## config.mk

```make
export PLATFORM = sky130hd
export DESIGN_NAME = core_status_and_option_regs
export DESIGN_NICKNAME = d
export VERILOG_FILES = /design/src/core_regs_pkg.sv /design/src/core_status_and_option_regs.sv
export VERILOG_INCLUDE_DIRS = /design/src
export SDC_FILE = /design/constraint.sdc
export NUM_CORES = 1
export LEC_CHECK = 0
export BUFFER_PORTS_ARGS = -buffer_cell sky130_fd_sc_hd__buf_2
export CAP_MARGIN = 10
export CORE_ASPECT_RATIO = 0.6
export CORE_MARGIN = 2
export CORE_UTILIZATION = 47
export DETAILED_ROUTE_END_ITERATION = 8
export PLACE_DENSITY_LB_ADDON = 0.3
export SYNTH_ARGS = -nofsm -noshare
export SYNTH_HDL_FRONTEND = slang
export SYNTH_SLANG_ARGS = --single-unit
```

## constraint.sdc

```tcl
create_clock -name clk_in -period 1.3 [get_ports clk_in]
set_input_delay 0.065 -clock clk_in [delete_from_list [all_inputs] [get_ports clk_in]]
set_output_delay 0.065 -clock clk_in [all_outputs]
set_load 0.1 [all_outputs]
```

## src/core_regs_defs.svh

```systemverilog
// Offsets, field positions, reset values of the core status and option registers
`ifndef CORE_REGS_DEFS_SVH
`define CORE_REGS_DEFS_SVH

// Data-file address of the status register
`define STATUS_FILE_ADDR 5'h03

// Status register field positions
`define ST_WAKE_BIT 7
`define ST_UNUSED_BIT 6
`define ST_PAGE_BIT 5
`define ST_TIMEOUT_BIT 4
`define ST_POWERDOWN_BIT 3
`define ST_ZERO_BIT 2
`define ST_DIGIT_CARRY_BIT 1
`define ST_CARRY_BIT 0

// Power-up values; the three ALU flags power up undefined and are held at zero here
`define STATUS_POR_VALUE 8'h18
`define OPTION_RESET_VALUE 8'hff

// Bits that an instruction may write directly
`define STATUS_WRITE_MASK 8'ha7

// Bits that take written data when the instruction also drives the ALU flags
`define STATUS_UPPER_WRITE_MASK 8'ha0

`endif

```

## src/core_regs_pkg.sv

```systemverilog
// Types shared by the core status and option register logic
`default_nettype none
package core_regs_pkg;

  // Operation applied by the executing instruction
  typedef enum logic [3:0] {
    ALU_PASS = 4'h0,
    ALU_ADD = 4'h1,
    ALU_SUB = 4'h2,
    ALU_AND = 4'h3,
    ALU_IOR = 4'h4,
    ALU_XOR = 4'h5,
    ALU_CLR = 4'h6,
    ALU_RR = 4'h7,
    ALU_RL = 4'h8,
    ALU_MOVZ = 4'h9
  } alu_op_t;

  // Cause of a non-power-up reset
  typedef enum logic [1:0] {
    CAUSE_PIN = 2'h0,
    CAUSE_WATCHDOG = 2'h1,
    CAUSE_WAKE = 2'h2
  } reset_cause_t;

  // One executing instruction
  typedef struct packed {
    logic valid;
    alu_op_t op;
    logic [7:0] opnd_a;
    logic [7:0] opnd_b;
    logic dest_file;
    logic [4:0] file_addr;
  } exec_t;

  // Power-state and reset events
  typedef struct packed {
    logic watchdog_clear_op;
    logic sleep_op;
    logic watchdog_timeout;
    logic soft_reset;
    reset_cause_t cause;
  } power_evt_t;

  // Jump request
  typedef struct packed {
    logic valid;
    logic [8:0] target;
  } jump_t;

endpackage
`default_nettype wire

```

## src/core_status_and_option_regs.sv

```systemverilog
// Status and option register logic of the 8-bit core
`timescale 1ns/1ps
`default_nettype none
`include "core_regs_defs.svh"

// Contract
// RL1: Wake flag bit 7 reads 1 after pin-change wake reset, else 0.
// RL2: ALU-affected zero, digit carry, carry ignore the status write; ALU result sets them.
// RL3: Time-out and power-down flags ignore all instruction writes.
// RL4: Clear-file on status zeroes top three bits, sets Z, keeps the rest.
// RL5: Software should alter status only by bit-clear, bit-set or move-to-file.
// RL6: Power-down flag set by power-up or watchdog clear, cleared by sleep.
// RL7: Zero flag follows whether the arithmetic or logic result is zero.
// RL8: Rotate right loads carry with operand LSB, rotate left with MSB.
// RL9: Option register is 8 bits, write-only from software.
// RL10: Option-load instruction copies the whole accumulator into option.
// RL11: Any reset sets all eight option bits to one.
// RL12: Unimplemented bit 6 of status reads zero.
// RL13: Pin, watchdog and wake resets are non-power-up resets.
// RL14: Page select bit 5 supplies program counter bit 9 on a jump.
// RL15: Reset clears the page select bit, selecting page 0.
// RL16: Time-out flag set by power-up, watchdog clear, sleep; cleared by time-out.
// RL17: Digit carry is nibble carry for add, inverted nibble borrow for subtract.
module core_status_and_option_regs (
  // Clock and power-up reset
  input wire logic clk_in,
  input wire logic rst_n_in,
  // Executing instruction
  input var core_regs_pkg::exec_t exec_in,
  // Option load from the accumulator
  input wire logic option_load_in,
  input wire logic [7:0] acc_in,
  // Power-state events and non-power-up reset
  input var core_regs_pkg::power_evt_t power_in,
  // Jump request
  input var core_regs_pkg::jump_t jump_in,
  // Register views
  output logic [7:0] status_out,
  output logic [7:0] option_out,
  output logic page_select_bit_out,
  // Instruction result and program counter load
  output logic [7:0] result_out,
  output logic result_valid_out,
  output logic pc_load_valid_out,
  output logic [9:0] pc_load_out
);

  ////////////////////////////////////////////////////////////////////////////
  // Functions

  function automatic logic [7:0] alu_result(input core_regs_pkg::alu_op_t op,
                                            input logic [7:0] a, input logic [7:0] b,
                                            input logic cin);
    logic [7:0] r;
    r = a;
    case (op)
      core_regs_pkg::ALU_ADD: r = a + b;
      core_regs_pkg::ALU_SUB: r = b - a;
      core_regs_pkg::ALU_AND: r = a & b;
      core_regs_pkg::ALU_IOR: r = a | b;
      core_regs_pkg::ALU_XOR: r = a ^ b;
      core_regs_pkg::ALU_CLR: r = 8'h00;
      core_regs_pkg::ALU_RR: r = {cin, a[7:1]};
      core_regs_pkg::ALU_RL: r = {a[6:0], cin};
      default: r = a;
    endcase
    return r;
  endfunction

  function automatic logic affects_zero(input core_regs_pkg::alu_op_t op);
    return (op == core_regs_pkg::ALU_ADD) || (op == core_regs_pkg::ALU_SUB) ||
           (op == core_regs_pkg::ALU_AND) || (op == core_regs_pkg::ALU_IOR) ||
           (op == core_regs_pkg::ALU_XOR) || (op == core_regs_pkg::ALU_CLR) ||
           (op == core_regs_pkg::ALU_MOVZ);
  endfunction

  function automatic logic affects_arith(input core_regs_pkg::alu_op_t op);
    return (op == core_regs_pkg::ALU_ADD) || (op == core_regs_pkg::ALU_SUB);
  endfunction

  function automatic logic affects_rotate(input core_regs_pkg::alu_op_t op);
    return (op == core_regs_pkg::ALU_RR) || (op == core_regs_pkg::ALU_RL);
  endfunction

  ////////////////////////////////////////////////////////////////////////////
  // Registers

  logic [7:0] status_ff;
  logic [7:0] option_ff;
  logic [7:0] result_ff;
  logic result_valid_ff;
  logic pc_load_valid_ff;
  logic [9:0] pc_load_ff;

  logic [7:0] nxt_status;
  logic [7:0] alu_val;
  logic z_flag;
  logic digit_carry_flag;
  logic c_flag;
  logic [4:0] nib_sum;
  logic [4:0] nib_diff;
  logic [8:0] full_sum;
  logic [8:0] full_diff;
  logic status_hit;

  ////////////////////////////////////////////////////////////////////////////
  // Flag computation

  always_comb begin
    alu_val = alu_result(exec_in.op, exec_in.opnd_a, exec_in.opnd_b,
                         status_ff[`ST_CARRY_BIT]);
    nib_sum = {1'b0, exec_in.opnd_a[3:0]} + {1'b0, exec_in.opnd_b[3:0]};
    nib_diff = {1'b0, exec_in.opnd_b[3:0]} - {1'b0, exec_in.opnd_a[3:0]};
    full_sum = {1'b0, exec_in.opnd_a} + {1'b0, exec_in.opnd_b};
    full_diff = {1'b0, exec_in.opnd_b} - {1'b0, exec_in.opnd_a};
    z_flag = (alu_val == 8'h00); // RL7
    // Subtraction flags report the inverted borrow
    digit_carry_flag = (exec_in.op == core_regs_pkg::ALU_SUB) ? ~nib_diff[4] : nib_sum[4]; // RL17
    if (exec_in.op == core_regs_pkg::ALU_RR) begin
      c_flag = exec_in.opnd_a[0]; // RL8
    end else if (exec_in.op == core_regs_pkg::ALU_RL) begin
      c_flag = exec_in.opnd_a[7]; // RL8
    end else if (exec_in.op == core_regs_pkg::ALU_SUB) begin
      c_flag = ~full_diff[8];
    end else begin
      c_flag = full_sum[8];
    end
  end

  assign status_hit = exec_in.valid && exec_in.dest_file &&
                      (exec_in.file_addr == `STATUS_FILE_ADDR);

  ////////////////////////////////////////////////////////////////////////////
  // Status next value

  always_comb begin
    nxt_status = status_ff;
    // A non-power-up reset in the same cycle drops the instruction
    if (exec_in.valid && !power_in.soft_reset) begin
      if (status_hit) begin
        if (affects_zero(exec_in.op) || affects_arith(exec_in.op) ||
            affects_rotate(exec_in.op)) begin
          // Flag-driving op: only wake and page bits take the data, flags keep old value
          nxt_status = (status_ff & ~`STATUS_UPPER_WRITE_MASK) |
                       (alu_val & `STATUS_UPPER_WRITE_MASK); // RL2 RL3 RL4
        end else begin
          // Only wake, page and ALU flag bits take the written data
          nxt_status = (status_ff & ~`STATUS_WRITE_MASK) | (alu_val & `STATUS_WRITE_MASK); // RL3
        end
      end
      // Flags driven by the ALU override the written data
      if (affects_zero(exec_in.op)) begin
        nxt_status[`ST_ZERO_BIT] = z_flag; // RL2 RL4
      end
      if (affects_arith(exec_in.op)) begin
        nxt_status[`ST_DIGIT_CARRY_BIT] = digit_carry_flag; // RL2
        nxt_status[`ST_CARRY_BIT] = c_flag; // RL2
      end
      if (affects_rotate(exec_in.op)) begin
        nxt_status[`ST_CARRY_BIT] = c_flag; // RL2
      end
    end
    if (power_in.watchdog_clear_op) begin
      nxt_status[`ST_TIMEOUT_BIT] = 1'b1; // RL16
      nxt_status[`ST_POWERDOWN_BIT] = 1'b1; // RL6
    end
    if (power_in.sleep_op) begin
      nxt_status[`ST_TIMEOUT_BIT] = 1'b1; // RL16
      nxt_status[`ST_POWERDOWN_BIT] = 1'b0; // RL6
    end
    if (power_in.watchdog_timeout) begin
      nxt_status[`ST_TIMEOUT_BIT] = 1'b0; // RL16
    end
    if (power_in.soft_reset) begin
      // Non-power-up reset keeps power-down and ALU flags, rewrites wake and page, clears time-out on watchdog cause
      nxt_status[`ST_WAKE_BIT] = (power_in.cause == core_regs_pkg::CAUSE_WAKE); // RL1 RL13
      nxt_status[`ST_PAGE_BIT] = 1'b0; // RL15
      if (power_in.cause == core_regs_pkg::CAUSE_WATCHDOG) begin
        nxt_status[`ST_TIMEOUT_BIT] = 1'b0; // RL16
      end
    end
    nxt_status[`ST_UNUSED_BIT] = 1'b0; // RL12
  end

  always_ff @(posedge clk_in or negedge rst_n_in) begin
    if (!rst_n_in) begin
      status_ff <= `STATUS_POR_VALUE; // RL1 RL6 RL15 RL16
    end else begin
      status_ff <= nxt_status;
    end
  end

  ////////////////////////////////////////////////////////////////////////////
  // Option register

  always_ff @(posedge clk_in or negedge rst_n_in) begin
    if (!rst_n_in) begin
      option_ff <= `OPTION_RESET_VALUE; // RL11
    end else if (power_in.soft_reset) begin
      option_ff <= `OPTION_RESET_VALUE; // RL11 RL13
    end else if (option_load_in) begin
      option_ff <= acc_in; // RL9 RL10
    end
  end

  ////////////////////////////////////////////////////////////////////////////
  // Instruction result

  always_ff @(posedge clk_in or negedge rst_n_in) begin
    if (!rst_n_in) begin
      result_ff <= 8'h00;
      result_valid_ff <= 1'b0;
    end else begin
      result_ff <= alu_val;
      result_valid_ff <= exec_in.valid && !power_in.soft_reset;
    end
  end

  ////////////////////////////////////////////////////////////////////////////
  // Jump target

  always_ff @(posedge clk_in or negedge rst_n_in) begin
    if (!rst_n_in) begin
      pc_load_valid_ff <= 1'b0;
      pc_load_ff <= 10'h000;
    end else begin
      pc_load_valid_ff <= jump_in.valid;
      if (jump_in.valid) begin
        pc_load_ff <= {status_ff[`ST_PAGE_BIT], jump_in.target}; // RL14
      end
    end
  end

  assign status_out = status_ff;
  assign option_out = option_ff;
  assign page_select_bit_out = status_ff[`ST_PAGE_BIT];
  assign result_out = result_ff;
  assign result_valid_out = result_valid_ff;
  assign pc_load_valid_out = pc_load_valid_ff;
  assign pc_load_out = pc_load_ff;

endmodule

`default_nettype wire

```

Word-level counts from Yosys, hierarchy flattened:

Index checks and enable logic that the tools add are counted.

* memory bits (read-only): 0
* register bits after elaboration: 35
* memories: 0
* output and inout port bits: 37
* memory bits (writable): 0
* bits in latches: 0

* equal/unequal tests: 12
* shift operators: 0
* bitwise logic cells: 7
* divide/modulo/power cells: 0
* $mul: 0
* add/sub/neg operators: 6
* order comparisons: 0
* muxes and demuxes: 19
* reductions and logical operators: 27

Operator list (count)
* $pmux 8 s8: 1
* $mux 8: 5
* $eq 4x3->1 const B: 4
* $or 5x8->8: 2
* $reduce_and 2->1: 5
* $reduce_bool 2->1: 5
* $add 8x8->9: 1
* $logic_or 1x1->1: 9
* $mux 1: 9
* $reduce_bool 3->1: 3
* $sub 8x8->9: 1
* $add 8x8->8: 1
* $and 8x8->8: 1
* $eq 4x2->1 const B: 2
* $eq 4x4->1 const B: 2
* $logic_not 8->1: 1
* $mux 2: 4
* $or 8x8->8: 1
* $sub 8x8->8: 1
* $xor 8x8->8: 1
* $add 4x4->5: 1
* $eq 5x2->1 const B: 1
* $sub 4x4->5: 1
* $eq 4x1->1 const B: 1
* other kinds (5): 8

Logic depth before layout (Yosys ltp):

* depth in word-level cells: 19
* depth in mapped cells: 15

Least setup slack after synthesis:

Ideal clock, no wire load.

* path kind: input to register
* start: input port exec_in[24] (netlist name)
* end: register with a tool-made name
* setup slack: -2017 ps
* stages: 14
* arrival time: 3240 ps
* path buffers: 4
* cell sequence: buf_2 -> buf_2 -> clkbuf_1 -> nor4_1 -> clkbuf_1 -> mux2i_1 -> ha_1 -> nor2b_1 -> o21ai_0 -> nor3b_1 -> nor3_1 -> o32a_1 -> or4_1 -> o21ai_1

RTL lines
* start, declared: RTL line core_status_and_option_regs.sv:29 `input var core_regs_pkg::exec_t exec_in,`

==> impl_results.md <==
* Register area at 893 um2
* First-pass GRT wire length at 16000 um
* Synth-to-layout area growth at 66.9%
* Worst skew pair latency at 0.28 ns
* Die H at 65.1 um
* Initial antenna violation count at 0
* Crit path time final at 2.56 ns
* Max Cap Violations at 0
* Final Max Slew Viols at 0
* Wire length per cell at 18.2 um
* Ratio of cells with drive above 1 in the final layout at 0.537
* # placed instances at 570
* Row count at 22
* Hold_ws at 0.00404 ns
* Top Layer Used: met4
* Critical path endpoint category: register
* Fmax at 0.390 GHz
* PortBufs at 89
* Slew @ Worst Pin at 0.555 ns
* Routed wl met3 at 1230 um
* Final TNS setup at -9.38 ns
* Core area at 0.00606 mm2
* Hpwl dp at 7910 um
* Post-Syn Nets at 410
* Root buf cell: clkbuf_8
* Post-Syn Area per Cell at 9.02 um2
* EDFF count, synth at 0
* Worst IR Drop VDD at 0.890 mV
* Async SR Flop Fraction at 1.00
* Period utilisation layout at 1.97
* DR vias/cell at 5.60
* Post-DRT Antenna Nets at 0
* Largest net degree at the start of global routing at 36
* CTS sink cnt at 35
* Final Hold Fails at 0
* DIE WIDTH at 106 um
* Gr ovfl total at 0
* Power per Cell Area at 981 mW/mm2
* Hold path endpoint: option_out[3]$_DFFE_PN1P_
* RSZ-0062 raised after global routing: yes
* Vias in the first global route at 3174
* H-tree depth at 2
* Routed wire length at 10800 um
* Area occupied by multi-input gates at 0.00215 mm2
* Vias at 3328
* DRT met1 WL at 4640 um
* CTS Buffer Depth at 2
* Ant diodes at 0
* Worst-path clk slew at 0.07 ns
* Slew margin rel. at 0.619
* Setup CP Type: input pin to register
* Fillers at 383
* Sequential area share after synthesis at 0.304
* CTS tree: built
* Hold Path Class: input pin to register
* Synthesized flop and latch total at 35
* R2R cell count at 6
* Run status: complete, but fails checks
* Ys flop type: dfrtp_1
* Final setup margin at -1.26 ns
* WHS Path Cells at 2
* Die Footprint at 0.00689 mm2
* Reg-to-reg slack, setup at -0.39 ns
* Worst Path Required at 1.52 ns
* IO Count at 91
* Min-delay src: acc_in[3]
* Starting Density at 0.483
* Non-filler cells, final at 594
* Detailed Route Iter0 Violations at 304
* Worst Skew at 0.000421 ns
* Synth Cell Area at 0.00292 mm2
* Yosys cell types at 58
* WL met2 at 4830 um
* # nets final at 595
* DRC Markers at 0
* First-pass DRT Iterations at 5
* GR Util All Layers at 0.301
* CTS buffer count at 5
* WP data arrival at 2.78 ns
* Leak at 0.00238 uW
* Gate Count Post-Synth at 324
* Failing checks: negative setup slack
* Setup crit start kind: input pin
* Total power at 4780 uW
* RD Place Congestion at 0.979
* YS warnings at 0
* Final Setup Violations at 12
* Critical path fanouts, max at 3
layer usage:
metal | global-route usage | vias to the layer above
met5 | 0 | -
met4 | 0.0329 | 0
met3 | 0.0986 | 17
met2 | 0.452 | 185
met1 | 0.437 | 1595
li1 | - | 1531
stage by stage:
step | utilization | worst slack (ns) | instance area, um2
2_1_floorplan | - | -1.48 | 3090
3_3_place_gp | 0.714 | -1.42 | 4330
4_1_cts | 0.784 | -1.12 | 4750
3_5_place_dp | 0.714 | -1.51 | 4330
6_report | 0.805 | -1.26 | 4880
5_1_grt | 0.805 | -1.36 | 4880
cell families after synthesis:
family	Yosys count	synth area share
other	1	0.00128
adder cells (fa/ha/maj)	32	0.140
buffers and inverters	50	0.0706
XOR/XNOR	15	0.0449
AO/OA/AOI/OAI	89	0.208
flip-flops	35	0.304
multiplexers	23	0.0839
AND/OR/NAND/NOR	79	0.148
layout make-up:
cell class / count / share of cell area
clock inverter: 1 / 0.00103
clock buffer: 7 / 0.0177
tap: 84 / 0.0215
multi-input combinational: 239 / 0.442
inverter: 33 / 0.0264
timing repair buffer: 195 / 0.309
sequential: 35 / 0.183
power by group:
part / total [uW] / switching (uW) / leakage, uW / internal, uW
clock: 808 / 381 / 0.0000482 / 427
combinational: 2670 / 1710 / 0.00193 / 962
sequential: 1300 / 76.1 / 0.000406 / 1230
critical path, cell delays in order:
cell and delay (ns):
buf_8 0.10, nor4_4 0.27, buf_6 0.17, mux2i_4 0.24, buf_4 0.14, fa_2 0.43
o21ai_2 0.13, a22oi_2 0.10, o32ai_2 0.28, nand4_1 0.20, or4_4 0.52, o21ai_2 0.13
sequential cells by signal (all words and copies together), names as in the netlist, named ones only:
signal and flops:
pc_load_out 10, option_out 8, status_out 4, result_valid_out 1, pc_load_valid_out 1, result_out 8
layout by cell type (no fill, tap or decap), types with 8 or more instances in the layout:
master	instances
ha_1	26
nor3_1	8
nor2b_1	13
xnor2_1	11
buf_2	73
dfrtp_1	23
mux2_2	11
dfstp_2	10
a21oi_1	14
a211o_1	9
nand2_1	14
buf_12	12
buf_4	89
nor2_1	16
mux2i_1	10
inv_1	28
buf_6	13
cell usage after synthesis (3+ instances only):
cell type / instances / share of area
nor2_1: 17 / 0.022
a21oi_1: 22 / 0.038
nand3_1: 3 / 0.0051
nand2b_1: 3 / 0.0064
nor3_1: 9 / 0.015
dfstp_2: 10 / 0.090
o21ai_0: 10 / 0.017
a211o_1: 9 / 0.027
ha_1: 31 / 0.13
clkbuf_1: 9 / 0.012
nand2_1: 14 / 0.018
o32ai_1: 3 / 0.0090
o21bai_1: 3 / 0.0077
xnor2_1: 14 / 0.042
o221ai_1: 3 / 0.0090
inv_1: 33 / 0.042
a21o_1: 4 / 0.010
a211oi_1: 4 / 0.010
mux2_2: 12 / 0.046
buf_2: 3 / 0.0051
dfrtp_1: 25 / 0.21
mux2i_1: 11 / 0.038
a31oi_1: 6 / 0.013
o22ai_1: 8 / 0.017
a221oi_1: 3 / 0.0090
nor2b_1: 14 / 0.030
what timing repair did:
action                                  4_1_cts  5_1_grt
buffers inserted                              8        3
pin swaps                                    28       17
hold buffers                                  7        0
endpoints found under the setup margin       13       13
gates resized for setup                      47       20
hold endpoints to repair                     31        0
how the worst max path moves through the flow:
stage          slack (ns)         from        to
6_report            -1.26  exec_in[24]  register
5_1_grt             -1.36  exec_in[24]  register
4_1_cts             -1.12  exec_in[22]  register
3_5_place_dp        -1.51  exec_in[23]  register
3_3_place_gp        -1.42  exec_in[23]  register
2_1_floorplan       -1.48  exec_in[22]  register
No activity file was read; power rests on OpenSTA's default activity.
